## config.mk

```make
export PLATFORM = sky130hd
export DESIGN_NAME = ucrm_channel_regs
export DESIGN_NICKNAME = d
export VERILOG_FILES = /design/src/design/ucrm_pkg.sv /design/src/design/ucrm_channel_regs.sv
export SDC_FILE = /design/constraint.sdc
export NUM_CORES = 1
export LEC_CHECK = 0
export ABC_CLOCK_PERIOD_IN_PS = 3300
export BUFFER_PORTS_ARGS = -buffer_cell sky130_fd_sc_hd__buf_2
export CORE_MARGIN = 5
export CORE_UTILIZATION = 30
export DETAILED_ROUTE_END_ITERATION = 10
export HOLD_SLACK_MARGIN = 0.12
export PLACE_DENSITY_LB_ADDON = 0.15
export REMOVE_ABC_BUFFERS = 1
export SLEW_MARGIN = 25
export SYNTH_ARGS = -nofsm -noshare
export SYNTH_HDL_FRONTEND = slang
export SYNTH_SLANG_ARGS = --single-unit
export TNS_END_PERCENT = 10
```

## constraint.sdc

```tcl
create_clock -name clk -period 3.3 [get_ports clk]
set_input_delay 0.165 -clock clk [delete_from_list [all_inputs] [get_ports clk]]
set_output_delay 0.165 -clock clk [all_outputs]
set_load 0.05 [all_outputs]
```

## src/design/ucrm_pkg.sv

```systemverilog
// Package for the UART channel register map: addresses, fields, keys.
// Assumes an 8-bit host bus with three address lines per channel.
`default_nettype none
package ucrm_pkg;
	// ****************************************
	// Addresses
	// ****************************************
	localparam logic [2:0] ADDR_HOLD = 3'h0;
	localparam logic [2:0] ADDR_IEN = 3'h1;
	localparam logic [2:0] ADDR_ISTAT = 3'h2;
	localparam logic [2:0] ADDR_LCTL = 3'h3;
	localparam logic [2:0] ADDR_MCTL = 3'h4;
	localparam logic [2:0] ADDR_LSTAT = 3'h5;
	localparam logic [2:0] ADDR_MSTAT = 3'h6;
	localparam logic [2:0] ADDR_SCR = 3'h7;
	localparam logic [2:0] ADDR_DIVLO = 3'h0;
	localparam logic [2:0] ADDR_DIVHI = 3'h1;
	localparam logic [2:0] ADDR_DIVFR = 3'h2;
	localparam logic [2:0] ADDR_EFN = 3'h2;
	localparam logic [2:0] ADDR_RES1 = 3'h4;
	localparam logic [2:0] ADDR_RES2 = 3'h5;
	localparam logic [2:0] ADDR_PAU1 = 3'h6;
	localparam logic [2:0] ADDR_PAU2 = 3'h7;
	// ****************************************
	// Keys, fields, masks
	// ****************************************
	localparam logic [7:0] LCTL_KEY = 8'hbf;
	localparam int LCTL_DIV_BIT = 7;
	localparam int EFN_EXT_BIT = 4;
	localparam logic [7:0] IEN_EXT_MASK = 8'hf0;
	localparam logic [7:0] ISTAT_EXT_MASK = 8'h30;
	localparam logic [7:0] FCTL_EXT_MASK = 8'h30;
	localparam logic [7:0] MCTL_EXT_MASK = 8'he0;
	localparam logic [7:0] DIVFR_MASK = 8'h3f;
	localparam logic [7:0] ZERO_BYTE = 8'h00;
	localparam logic [7:0] REG_RESET = 8'h00;
	// Identity values, arbitrary
	localparam logic [7:0] REV_CODE = 8'h01;
	localparam logic [7:0] DEV_ID = 8'h5a;

	// Control fields fed to the channel logic
	typedef struct packed {
		logic [7:0] intEnable;
		logic [7:0] fifoControl;
		logic [7:0] lineControl;
		logic [7:0] modemControl;
		logic [7:0] divisorLow;
		logic [7:0] divisorHigh;
		logic [7:0] divisorFraction;
		logic [7:0] enhancedFunction;
		logic [7:0] resumeCharOne;
		logic [7:0] resumeCharTwo;
		logic [7:0] pauseCharOne;
		logic [7:0] pauseCharTwo;
	} ucrm_ctrl_s;

	// Status fields supplied by the channel logic
	typedef struct packed {
		logic [7:0] receiveHolding;
		logic [7:0] interruptStatus;
		logic [7:0] lineStatus;
		logic [7:0] modemStatus;
	} ucrm_stat_s;
endpackage : ucrm_pkg
`default_nettype wire

```

## src/design/ucrm_channel_regs.sv

```systemverilog
// Register map and address decode for one UART channel.
// Assumes host strobes are single-cycle, synchronous to clk, one per access.
// Overview of operation
// - Extended fields act only while enhanced-function bit 4 is set.
// - Address 0, divisor access off: read returns oldest received char.
// - Address 0, divisor access off: write loads transmit holding.
// - Divisor bytes at 0,1 when line-control bit 7 set and not key; fraction at 2 also needs bit 4.
// - Divisor access on and both divisor bytes zero: read revision at 0 and device id at 1.
// - Interrupt-enable at address 1 when line-control bit 7 clear.
// - Interrupt-status read-only at address 2 unless key or fraction mode.
// - FIFO-control write-only at address 2 unless key or fraction mode.
// - Line-control read/write at address 3.
// - Modem-control read/write at address 4 when not key.
// - Line-status read-only at address 5 when not key.
// - Enhanced-function read/write at address 2 under key.
// - Enhanced set reachable only while line-control holds key.
// - Own chip select and address lines pick this channel's set.
`timescale 1ns/1ps
`default_nettype none
module ucrm_channel_regs (
	input wire logic clk,
	input wire logic rst,
	input wire logic chipSel,
	input wire logic [2:0] addr,
	input wire logic readStb,
	input wire logic writeStb,
	input wire logic [7:0] wrData,
	output logic [7:0] rdData,
	input wire ucrm_pkg::ucrm_stat_s stat,
	output ucrm_pkg::ucrm_ctrl_s ctrl,
	output logic [7:0] transmitHolding,
	output logic txLoad,
	output logic rxRead,
	output logic fifoWrite,
	output logic lineStatusRead,
	output logic modemStatusRead,
	output logic intStatusRead
);
	// ****************************************
	// Mode decode
	// ****************************************
	logic [7:0] ienR;
	logic [7:0] fctlR;
	logic [7:0] lctlR;
	logic [7:0] mctlR;
	logic [7:0] divLoR;
	logic [7:0] divHiR;
	logic [7:0] divFrR;
	logic [7:0] efnR;
	logic [7:0] res1R;
	logic [7:0] res2R;
	logic [7:0] pau1R;
	logic [7:0] pau2R;
	logic [7:0] scrR;
	logic [7:0] rdDataNxt;
	logic keyMode;
	logic divMode;
	logic normMode;
	logic extOn;
	logic idMode;
	logic fracMode;
	logic wr;
	logic rd;
	logic [7:0] extKeep;

	assign wr = chipSel & writeStb;
	assign rd = chipSel & readStb;
	assign keyMode = (lctlR == ucrm_pkg::LCTL_KEY);
	assign divMode = lctlR[ucrm_pkg::LCTL_DIV_BIT] & ~keyMode;
	assign normMode = ~lctlR[ucrm_pkg::LCTL_DIV_BIT];
	assign extOn = efnR[ucrm_pkg::EFN_EXT_BIT];
	assign idMode = divMode & (divLoR == ucrm_pkg::ZERO_BYTE)
		& (divHiR == ucrm_pkg::ZERO_BYTE);
	// Fraction claims address 2 only with extensions on; else status
	assign fracMode = divMode & extOn;

	// Merge of a write into stored bits; extension bits held while en is clear
	function automatic logic [7:0] ucrm_merge(input logic [7:0] old,
		input logic [7:0] din, input logic [7:0] extMask, input logic en);
		logic [7:0] keep;
		keep = en ? 8'h00 : extMask;
		ucrm_merge = (old & keep) | (din & ~keep);
	endfunction : ucrm_merge

	assign extKeep = extOn ? 8'hff : 8'h00;

	// ****************************************
	// Compatible registers
	// ****************************************
	always_ff @(posedge clk or posedge rst) begin
		if (rst) begin
			lctlR <= ucrm_pkg::REG_RESET;
		end else if (wr && addr == ucrm_pkg::ADDR_LCTL) begin
			lctlR <= wrData;
		end
	end

	always_ff @(posedge clk or posedge rst) begin
		if (rst) begin
			ienR <= ucrm_pkg::REG_RESET;
		end else if (wr && normMode && addr == ucrm_pkg::ADDR_IEN) begin
			ienR <= ucrm_merge(ienR, wrData, ucrm_pkg::IEN_EXT_MASK,
				extOn);
		end
	end

	// FIFO-control sits at address 2 unless key or fraction mode owns it
	always_ff @(posedge clk or posedge rst) begin
		if (rst) begin
			fctlR <= ucrm_pkg::REG_RESET;
		end else if (wr && !keyMode && !fracMode
			&& addr == ucrm_pkg::ADDR_ISTAT) begin
			fctlR <= ucrm_merge(fctlR, wrData, ucrm_pkg::FCTL_EXT_MASK,
				extOn);
		end
	end

	always_ff @(posedge clk or posedge rst) begin
		if (rst) begin
			mctlR <= ucrm_pkg::REG_RESET;
		end else if (wr && !keyMode && addr == ucrm_pkg::ADDR_MCTL) begin
			mctlR <= ucrm_merge(mctlR, wrData, ucrm_pkg::MCTL_EXT_MASK,
				extOn);
		end
	end

	always_ff @(posedge clk or posedge rst) begin
		if (rst) begin
			scrR <= ucrm_pkg::REG_RESET;
		end else if (wr && !keyMode && addr == ucrm_pkg::ADDR_SCR) begin
			scrR <= wrData;
		end
	end

	always_ff @(posedge clk or posedge rst) begin
		if (rst) begin
			transmitHolding <= ucrm_pkg::REG_RESET;
		end else if (wr && normMode && addr == ucrm_pkg::ADDR_HOLD) begin
			transmitHolding <= wrData;
		end
	end

	// ****************************************
	// Divisor registers
	// ****************************************
	// Divisor bytes stay writable in id mode so software can leave it
	always_ff @(posedge clk or posedge rst) begin
		if (rst) begin
			divLoR <= ucrm_pkg::REG_RESET;
			divHiR <= ucrm_pkg::REG_RESET;
		end else if (wr && divMode) begin
			if (addr == ucrm_pkg::ADDR_DIVLO) begin
				divLoR <= wrData;
			end
			if (addr == ucrm_pkg::ADDR_DIVHI) begin
				divHiR <= wrData;
			end
		end
	end

	always_ff @(posedge clk or posedge rst) begin
		if (rst) begin
			divFrR <= ucrm_pkg::REG_RESET;
		end else if (wr && divMode && extOn
			&& addr == ucrm_pkg::ADDR_DIVFR) begin
			divFrR <= wrData & ucrm_pkg::DIVFR_MASK;
		end
	end

	// ****************************************
	// Enhanced registers
	// ****************************************
	always_ff @(posedge clk or posedge rst) begin
		if (rst) begin
			efnR <= ucrm_pkg::REG_RESET;
			res1R <= ucrm_pkg::REG_RESET;
			res2R <= ucrm_pkg::REG_RESET;
			pau1R <= ucrm_pkg::REG_RESET;
			pau2R <= ucrm_pkg::REG_RESET;
		end else if (wr && keyMode) begin
			case (addr)
				ucrm_pkg::ADDR_EFN: efnR <= wrData;
				ucrm_pkg::ADDR_RES1: res1R <= wrData;
				ucrm_pkg::ADDR_RES2: res2R <= wrData;
				ucrm_pkg::ADDR_PAU1: pau1R <= wrData;
				ucrm_pkg::ADDR_PAU2: pau2R <= wrData;
				default: begin
				end
			endcase
		end
	end

	// ****************************************
	// Read mux
	// ****************************************
	always_comb begin
		rdDataNxt = ucrm_pkg::ZERO_BYTE;
		if (keyMode) begin
			case (addr)
				ucrm_pkg::ADDR_EFN: rdDataNxt = efnR;
				ucrm_pkg::ADDR_LCTL: rdDataNxt = lctlR;
				ucrm_pkg::ADDR_RES1: rdDataNxt = res1R;
				ucrm_pkg::ADDR_RES2: rdDataNxt = res2R;
				ucrm_pkg::ADDR_PAU1: rdDataNxt = pau1R;
				ucrm_pkg::ADDR_PAU2: rdDataNxt = pau2R;
				default: rdDataNxt = ucrm_pkg::ZERO_BYTE;
			endcase
		end else begin
			case (addr)
				ucrm_pkg::ADDR_HOLD: begin
					if (idMode) begin
						rdDataNxt = ucrm_pkg::REV_CODE;
					end else if (divMode) begin
						rdDataNxt = divLoR;
					end else begin
						rdDataNxt = stat.receiveHolding;
					end
				end
				ucrm_pkg::ADDR_IEN: begin
					if (idMode) begin
						rdDataNxt = ucrm_pkg::DEV_ID;
					end else if (divMode) begin
						rdDataNxt = divHiR;
					end else begin
						rdDataNxt = ienR & (extKeep
							| ~ucrm_pkg::IEN_EXT_MASK);
					end
				end
				ucrm_pkg::ADDR_ISTAT: begin
					if (fracMode) begin
						rdDataNxt = divFrR & ucrm_pkg::DIVFR_MASK;
					end else begin
						rdDataNxt = stat.interruptStatus & (extKeep
							| ~ucrm_pkg::ISTAT_EXT_MASK);
					end
				end
				ucrm_pkg::ADDR_LCTL: rdDataNxt = lctlR;
				ucrm_pkg::ADDR_MCTL: rdDataNxt = mctlR & (extKeep
					| ~ucrm_pkg::MCTL_EXT_MASK);
				ucrm_pkg::ADDR_LSTAT: rdDataNxt = stat.lineStatus;
				ucrm_pkg::ADDR_MSTAT: rdDataNxt = stat.modemStatus;
				ucrm_pkg::ADDR_SCR: rdDataNxt = scrR;
				default: rdDataNxt = ucrm_pkg::ZERO_BYTE;
			endcase
		end
	end

	// Registered read data holds until the next read
	always_ff @(posedge clk or posedge rst) begin
		if (rst) begin
			rdData <= ucrm_pkg::ZERO_BYTE;
		end else if (rd) begin
			rdData <= rdDataNxt;
		end
	end

	// ****************************************
	// Side-effect strobes and control out
	// ****************************************
	// Strobes tell the channel logic that a load, pop, clear or FIFO-control write is due
	always_ff @(posedge clk or posedge rst) begin
		if (rst) begin
			txLoad <= 1'b0;
			rxRead <= 1'b0;
			fifoWrite <= 1'b0;
			lineStatusRead <= 1'b0;
			modemStatusRead <= 1'b0;
			intStatusRead <= 1'b0;
		end else begin
			txLoad <= wr && normMode && addr == ucrm_pkg::ADDR_HOLD;
			rxRead <= rd && normMode && addr == ucrm_pkg::ADDR_HOLD;
			fifoWrite <= wr && !keyMode && !fracMode
				&& addr == ucrm_pkg::ADDR_ISTAT;
			lineStatusRead <= rd && !keyMode
				&& addr == ucrm_pkg::ADDR_LSTAT;
			modemStatusRead <= rd && !keyMode
				&& addr == ucrm_pkg::ADDR_MSTAT;
			intStatusRead <= rd && !keyMode && !fracMode
				&& addr == ucrm_pkg::ADDR_ISTAT;
		end
	end

	// Extension bits are forced low toward the channel while bit 4 clear
	always_comb begin
		ctrl.intEnable = ienR & (extKeep | ~ucrm_pkg::IEN_EXT_MASK);
		ctrl.fifoControl = fctlR & (extKeep | ~ucrm_pkg::FCTL_EXT_MASK);
		ctrl.lineControl = lctlR;
		ctrl.modemControl = mctlR & (extKeep | ~ucrm_pkg::MCTL_EXT_MASK);
		ctrl.divisorLow = divLoR;
		ctrl.divisorHigh = divHiR;
		ctrl.divisorFraction = divFrR & extKeep;
		ctrl.enhancedFunction = efnR;
		ctrl.resumeCharOne = res1R;
		ctrl.resumeCharTwo = res2R;
		ctrl.pauseCharOne = pau1R;
		ctrl.pauseCharTwo = pau2R;
	end
endmodule : ucrm_channel_regs
`default_nettype wire

```

## Word level (Yosys, flattened, before mapping)

Cells that the tools add are included.

| word-level totals | value |
|---|---|
| input bits | 48 |
| output and inout bits | 118 |
| flip-flop bits (word level) | 124 |
| word-level logic and storage cells | 98 |

| operators by class | value |
|---|---|
| mux-type cells | 12 |
| bitwise operators | 25 |
| reduce and logical (&&, ||, !) cells | 32 |
| equal/unequal tests | 8 |

Operators with widths:

| kind | count |
|---|---|
| 8-bit AND | 9 |
| 8-bit 2-to-1 mux | 9 |
| 8-bit case mux with 8 select lines | 1 |
| 8-bit case mux with 6 select lines | 1 |
| 8-bit bitwise OR | 3 |
| 1-bit logical AND | 20 |
| 8-bit zero test | 2 |
| 8-bit inverter | 2 |
| 2-bit AND reduction | 7 |
| 3-bit == test, second input constant | 4 |
| 6-bit by 8-bit AND with 8-bit output | 1 |
| 8-bit by 6-bit AND with 8-bit output | 1 |
| 8-bit == test, second input constant | 1 |
| 6-bit inverter with 8-bit output | 1 |
| 1-bit AND | 6 |
| 3-bit by 2-bit == test with 1-bit output, second input constant | 2 |
| 6-bit 2-to-1 mux | 1 |
| 3-bit by 1-bit == test with 1-bit output, second input constant | 1 |
| 3-bit zero test | 1 |
| 1-bit zero test | 2 |
| 1-bit inverter | 2 |

## Logic depth before layout (Yosys ltp)

| logic depth | value |
|---|---|
| depth in word-level cells | 8 |
| mapped depth | 9 |
| mapped depth without buffers | 6 |

## Least setup slack after synthesis

OpenSTA, ideal clock, no wires.

| path | value |
|---|---|
| path kind | register -> register |
| start | register lctlR[7] |
| end | register rdData[5] |
| buffers on the path | 0 |
| stages on the path, launching flop included | 7 |
| data required time | 3,174 ps |
| path slack | 1,023 ps |
| period minus slack after synthesis | 2,277 ps |
| library setup time | 126 ps |
| data arrival time | 2,151 ps |
| cells stage by stage | dfrtp_1 -> nand4b_2 -> o21ai_2 -> mux2i_1 -> o221a_2 -> o221ai_1 -> a221o_1 |

| on the way | value |
|---|---|
| longest elaborated chain between the ends | 8 |
| elaborated cells between the ends (all ways) | 13 |
| those cells by class | eq/ne (1); mux (7); bitwise (5) |

RTL lines:

| item | RTL line | text |
|---|---|---|
| start: declaration | ucrm_channel_regs.sv:44 | `logic [7:0] lctlR;` |
| start signal: assignment | ucrm_channel_regs.sv:92 | `lctlR <= ucrm_pkg::REG_RESET;` |
| start signal: assignment | ucrm_channel_regs.sv:94 | `lctlR <= wrData;` |
| 8-bit == test | ucrm_channel_regs.sv:68 | `assign keyMode = (lctlR == ucrm_pkg::LCTL_KEY);` |
| 1-bit inverter | ucrm_channel_regs.sv:69 | `assign divMode = lctlR[ucrm_pkg::LCTL_DIV_BIT] & ~keyMode;` |
| 1-bit AND | ucrm_channel_regs.sv:69 |  |
| 1-bit AND | ucrm_channel_regs.sv:72 | `assign idMode = divMode & (divLoR == ucrm_pkg::ZERO_BYTE)` |
| 1-bit AND | ucrm_channel_regs.sv:73 | `& (divHiR == ucrm_pkg::ZERO_BYTE);` |
| 8-bit 2-to-1 mux (on tied branches) | ucrm_channel_regs.sv:220, ucrm_channel_regs.sv:211 |  |
| 8-bit case mux with 8 select lines | ucrm_channel_regs.sv:209 | `case (addr)` |
| 8-bit 2-to-1 mux * | ucrm_channel_regs.sv:198 | `if (keyMode) begin` |
| end signal: assignment | ucrm_channel_regs.sv:251 | `rdData <= ucrm_pkg::ZERO_BYTE;` |
| end signal: assignment | ucrm_channel_regs.sv:253 | `rdData <= rdDataNxt;` |
| end: declaration | ucrm_channel_regs.sv:28 | `output logic [7:0] rdData,` |

Mark *: on every way between the ends. The rest lies on a longest branch, timed or not.
A chain may end at the register's enable or synchronous reset.

==> results.md <==
* Hold Vio Cnt, Final at 0
* Post-synthesis sequential area ratio at 0.501
* Clk pin slew, worst setup/hold paths at 60 ps
* I/O Buffers at 163
* Die Wd at 154 um
* Sequential Power Share at 0.360
* Die area at 23600 sq um
* First-pass GRT wire length at 33700 um
* DRT Wirelength at 22300 um
* Syn Inst Count at 502
* Number of DRC markers in iteration 0 at 263
* Synthesized area at 6190 sq um
* Clk buf depth at 2
* Clock share of power at 0.385
* CP Class: reg -> reg
* Final net count at 695
* Max-slew violations at 0
* Worst setup SP type: register
* CTS sink cnt at 124
* 1st-pass router iterations at 4
* Mapped Avg Cell Area at 12.3 sq um
* Layout area overhead at 26.0%
* Fill count at 2042
* CP Capture Type: register
* RSZ-0062 raised after global routing: false
* # H-tree levels at 4
* Min-Delay Path Class: in -> reg
* Gr ovfl total at 0
* Routed length per instance at 24.0 um
* Leakage at 3.96 nW
* Fmax at 407 MHz
* P per Cell Area at 663 nW/um^2
* Placed wire-length estimate at 16200 um
* Min Clock Period, post-route at 2460 ps
* Most used DFF post-synth: dfrtp_1
* Worst Path Required at 3610 ps
* EDFF count, synth at 0
* Total power at 5.17 mW
* Sw frac at 0.351
* Int Power at 3.36 mW
* Post-synthesis register bit count at 124
* Slew HR at 0.373
* RD Place Congestion at 0.918
* CTS tree: built
* ANT nets after route at 0
* Async set-reset flop share out of synthesis at 1.00
* Die height at 154 um
* Drt drc at 0
* Num ports at 166
* Vias in the first global route at 5129
* Row cnt at 52
* CTS buffer count at 17
* GRT Util Overall at 0.190
* Arr. time, crit path at 2770 ps
* Yosys cell types at 51
* Clk Latency, worst-skew pair at 430 ps
* TNS Setup at 0 ps
* Final Cycle Share at 0.745
* Clk_skew at 7.22 ps
* Via count at 4762
* Post-route cell area at 7800 sq um
* Initial core utilization at 0.305
* Worst-Margin Slew at 940 ps
* Max-cap violations at 0
* Largest net degree at the start of global routing at 72
* Net switching power at 1.81 mW
* Logic gate share of total power at 0.255
* CP max FO at 12
* Vias per Instance at 5.12
* Share of cells above drive strength 1 at 0.515
* Root buffer cell: clkbuf_16
* Reg2Reg Setup Slack at 840 ps
* N_diodes at 0
* Status: complete, no violations
* Initial antenna violation count at 0
* Core Area at 20300 sq um
* Finish-stage setup viols at 0
* Peak supply drop at 355 uV
* Ys Warns at 0
* Placed instance area at 7150 sq um
metal layers:
layer	GRT usage	part of all wire	wire, um	vias to the layer above
li1	-	-	-	2133
met3	0.0399	0.050	1120	24
met5	0	0	0	-
met4	0.0639	0.020	450	0
met1	0.253	0.45	9920	2449
met2	0.310	0.48	10800	156
metrics by stage:
stage          hold slack [ps]  utilization  setup WS, ps  std cells
2_1_floorplan              315            -          -164        457
3_3_place_gp               307        0.352           920        896
3_5_place_dp               321        0.352           861        896
4_1_cts                    140        0.384           847        930
5_1_grt                    174        0.384           680        930
6_report                   158        0.384           841        930
worst max-delay path, cell delays in order (launching register included):
cell and delay, ps:
dfrtp_1 420, nand4_1 220, o21a_1 460, nand2_2 280, and3_1 450, nand2_1 160
mux2_2 350
power by group through the flow:
stage / logic, mW / clock network (mW) / registers [mW]
finish: 1.32 / 1.99 / 1.86
global route: 1.39 / 2.09 / 1.88
CTS: 1.33 / 2.02 / 1.86
detailed placement: 1.32 / 0 / 1.89
global placement: 1.32 / 0 / 1.88
floorplan: 0.365 / 0 / 2.40
worst paths after layout:
| check | endpoint | from | cells after the start |
|---|---|---|---|
| setup / recovery | register | lctlR[2]$_DFFE_PP0P_ | 6 |
| hold reg to reg | register | register | 1 |
| setup reg to reg | register | lctlR[2]$_DFFE_PP0P_ | 6 |
| min in group asynchronous | transmitHolding[6]$_DFFE_PP0P_ | rst | 3 |
| max in group asynchronous | modemStatusRead$_DFF_PP0_ | rst | 4 |
| hold / removal | rdData[6]$_DFFE_PP0P_ | stat[22] | 4 |
what timing repair did:
action	in CTS	in global routing
endpoints found under the hold margin	54	0
resized for setup	0	0
setup buffers	0	0
hold buffers	2	0
placed cells by master (no fill, tap or decap), types with 2 or more instances in the layout:
master,count
mux2i_1,23
a221oi_1,2
inv_1,3
clkbuf_8,5
nand2b_1,5
a21o_1,2
or3_1,3
nand3_1,10
nor3_1,3
bufinv_16,3
clkbuf_16,17
conb_1,2
nor2b_1,4
buf_4,5
mux4_2,4
and3_1,4
a22oi_1,3
nor3_4,3
mux2_2,120
and2_1,15
o2111ai_1,2
buf_2,163
o21ai_0,9
o221ai_1,7
a31oi_1,3
a221o_1,4
a22o_1,9
a222oi_1,2
nor2_2,3
dlygate4sd3_1,2
dfrtp_1,124
clkinv_2,3
nor4_1,4
o22ai_1,2
a32o_1,2
nand4_1,4
clkinvlp_4,3
a21oi_1,18
nor2_1,18
nand2_1,24
cell usage after synthesis, types with 5 or more instances:
library cell	number	area (sq um)
a21oi_1	18	90.1
a22o_1	9	78.8
and2_1	15	93.8
buf_2	9	45.0
buf_4	20	150
clkbuf_1	16	60.1
dfrtp_1	124	3100
mux2_2	120	1350
mux2i_1	23	230
nand2_1	24	90.1
nand2b_1	5	31.3
nand3_1	10	50.1
nor2_1	18	67.6
o21ai_0	9	45.0
o221ai_1	7	61.3
state kept, by name, indices dropped and copies added (netlist names), 4 cells and up, named ones only:
name             cells
mctlR                5
transmitHolding      8
scrR                 8
pau2R                8
ienR                 4
res1R                8
rdData               8
divLoR               8
divFrR               6
divHiR               8
res2R                8
efnR                 8
pau1R                8
lctlR                8
fctlR                6
layout make-up:
class / instances / area (sq um) / area share
clock buffer: 22 / 494 / 0.0634
clock inverter: 10 / 136 / 0.0175
multi-input combinational: 329 / 2820 / 0.361
inverter: 4 / 17.5 / 0.00225
timing repair buffer: 171 / 893 / 0.115
sequential: 124 / 3100 / 0.398
tap: 270 / 338 / 0.0433
logic make-up after synthesis:
group,synth area share
muxes,0.270
DFF,0.501
and+or+nand+nor,0.0981
AOI/OAI and AO/OA,0.0855
buffers and inverters,0.0443
other,0.000606
No activity file was read; power rests on OpenSTA's default activity.
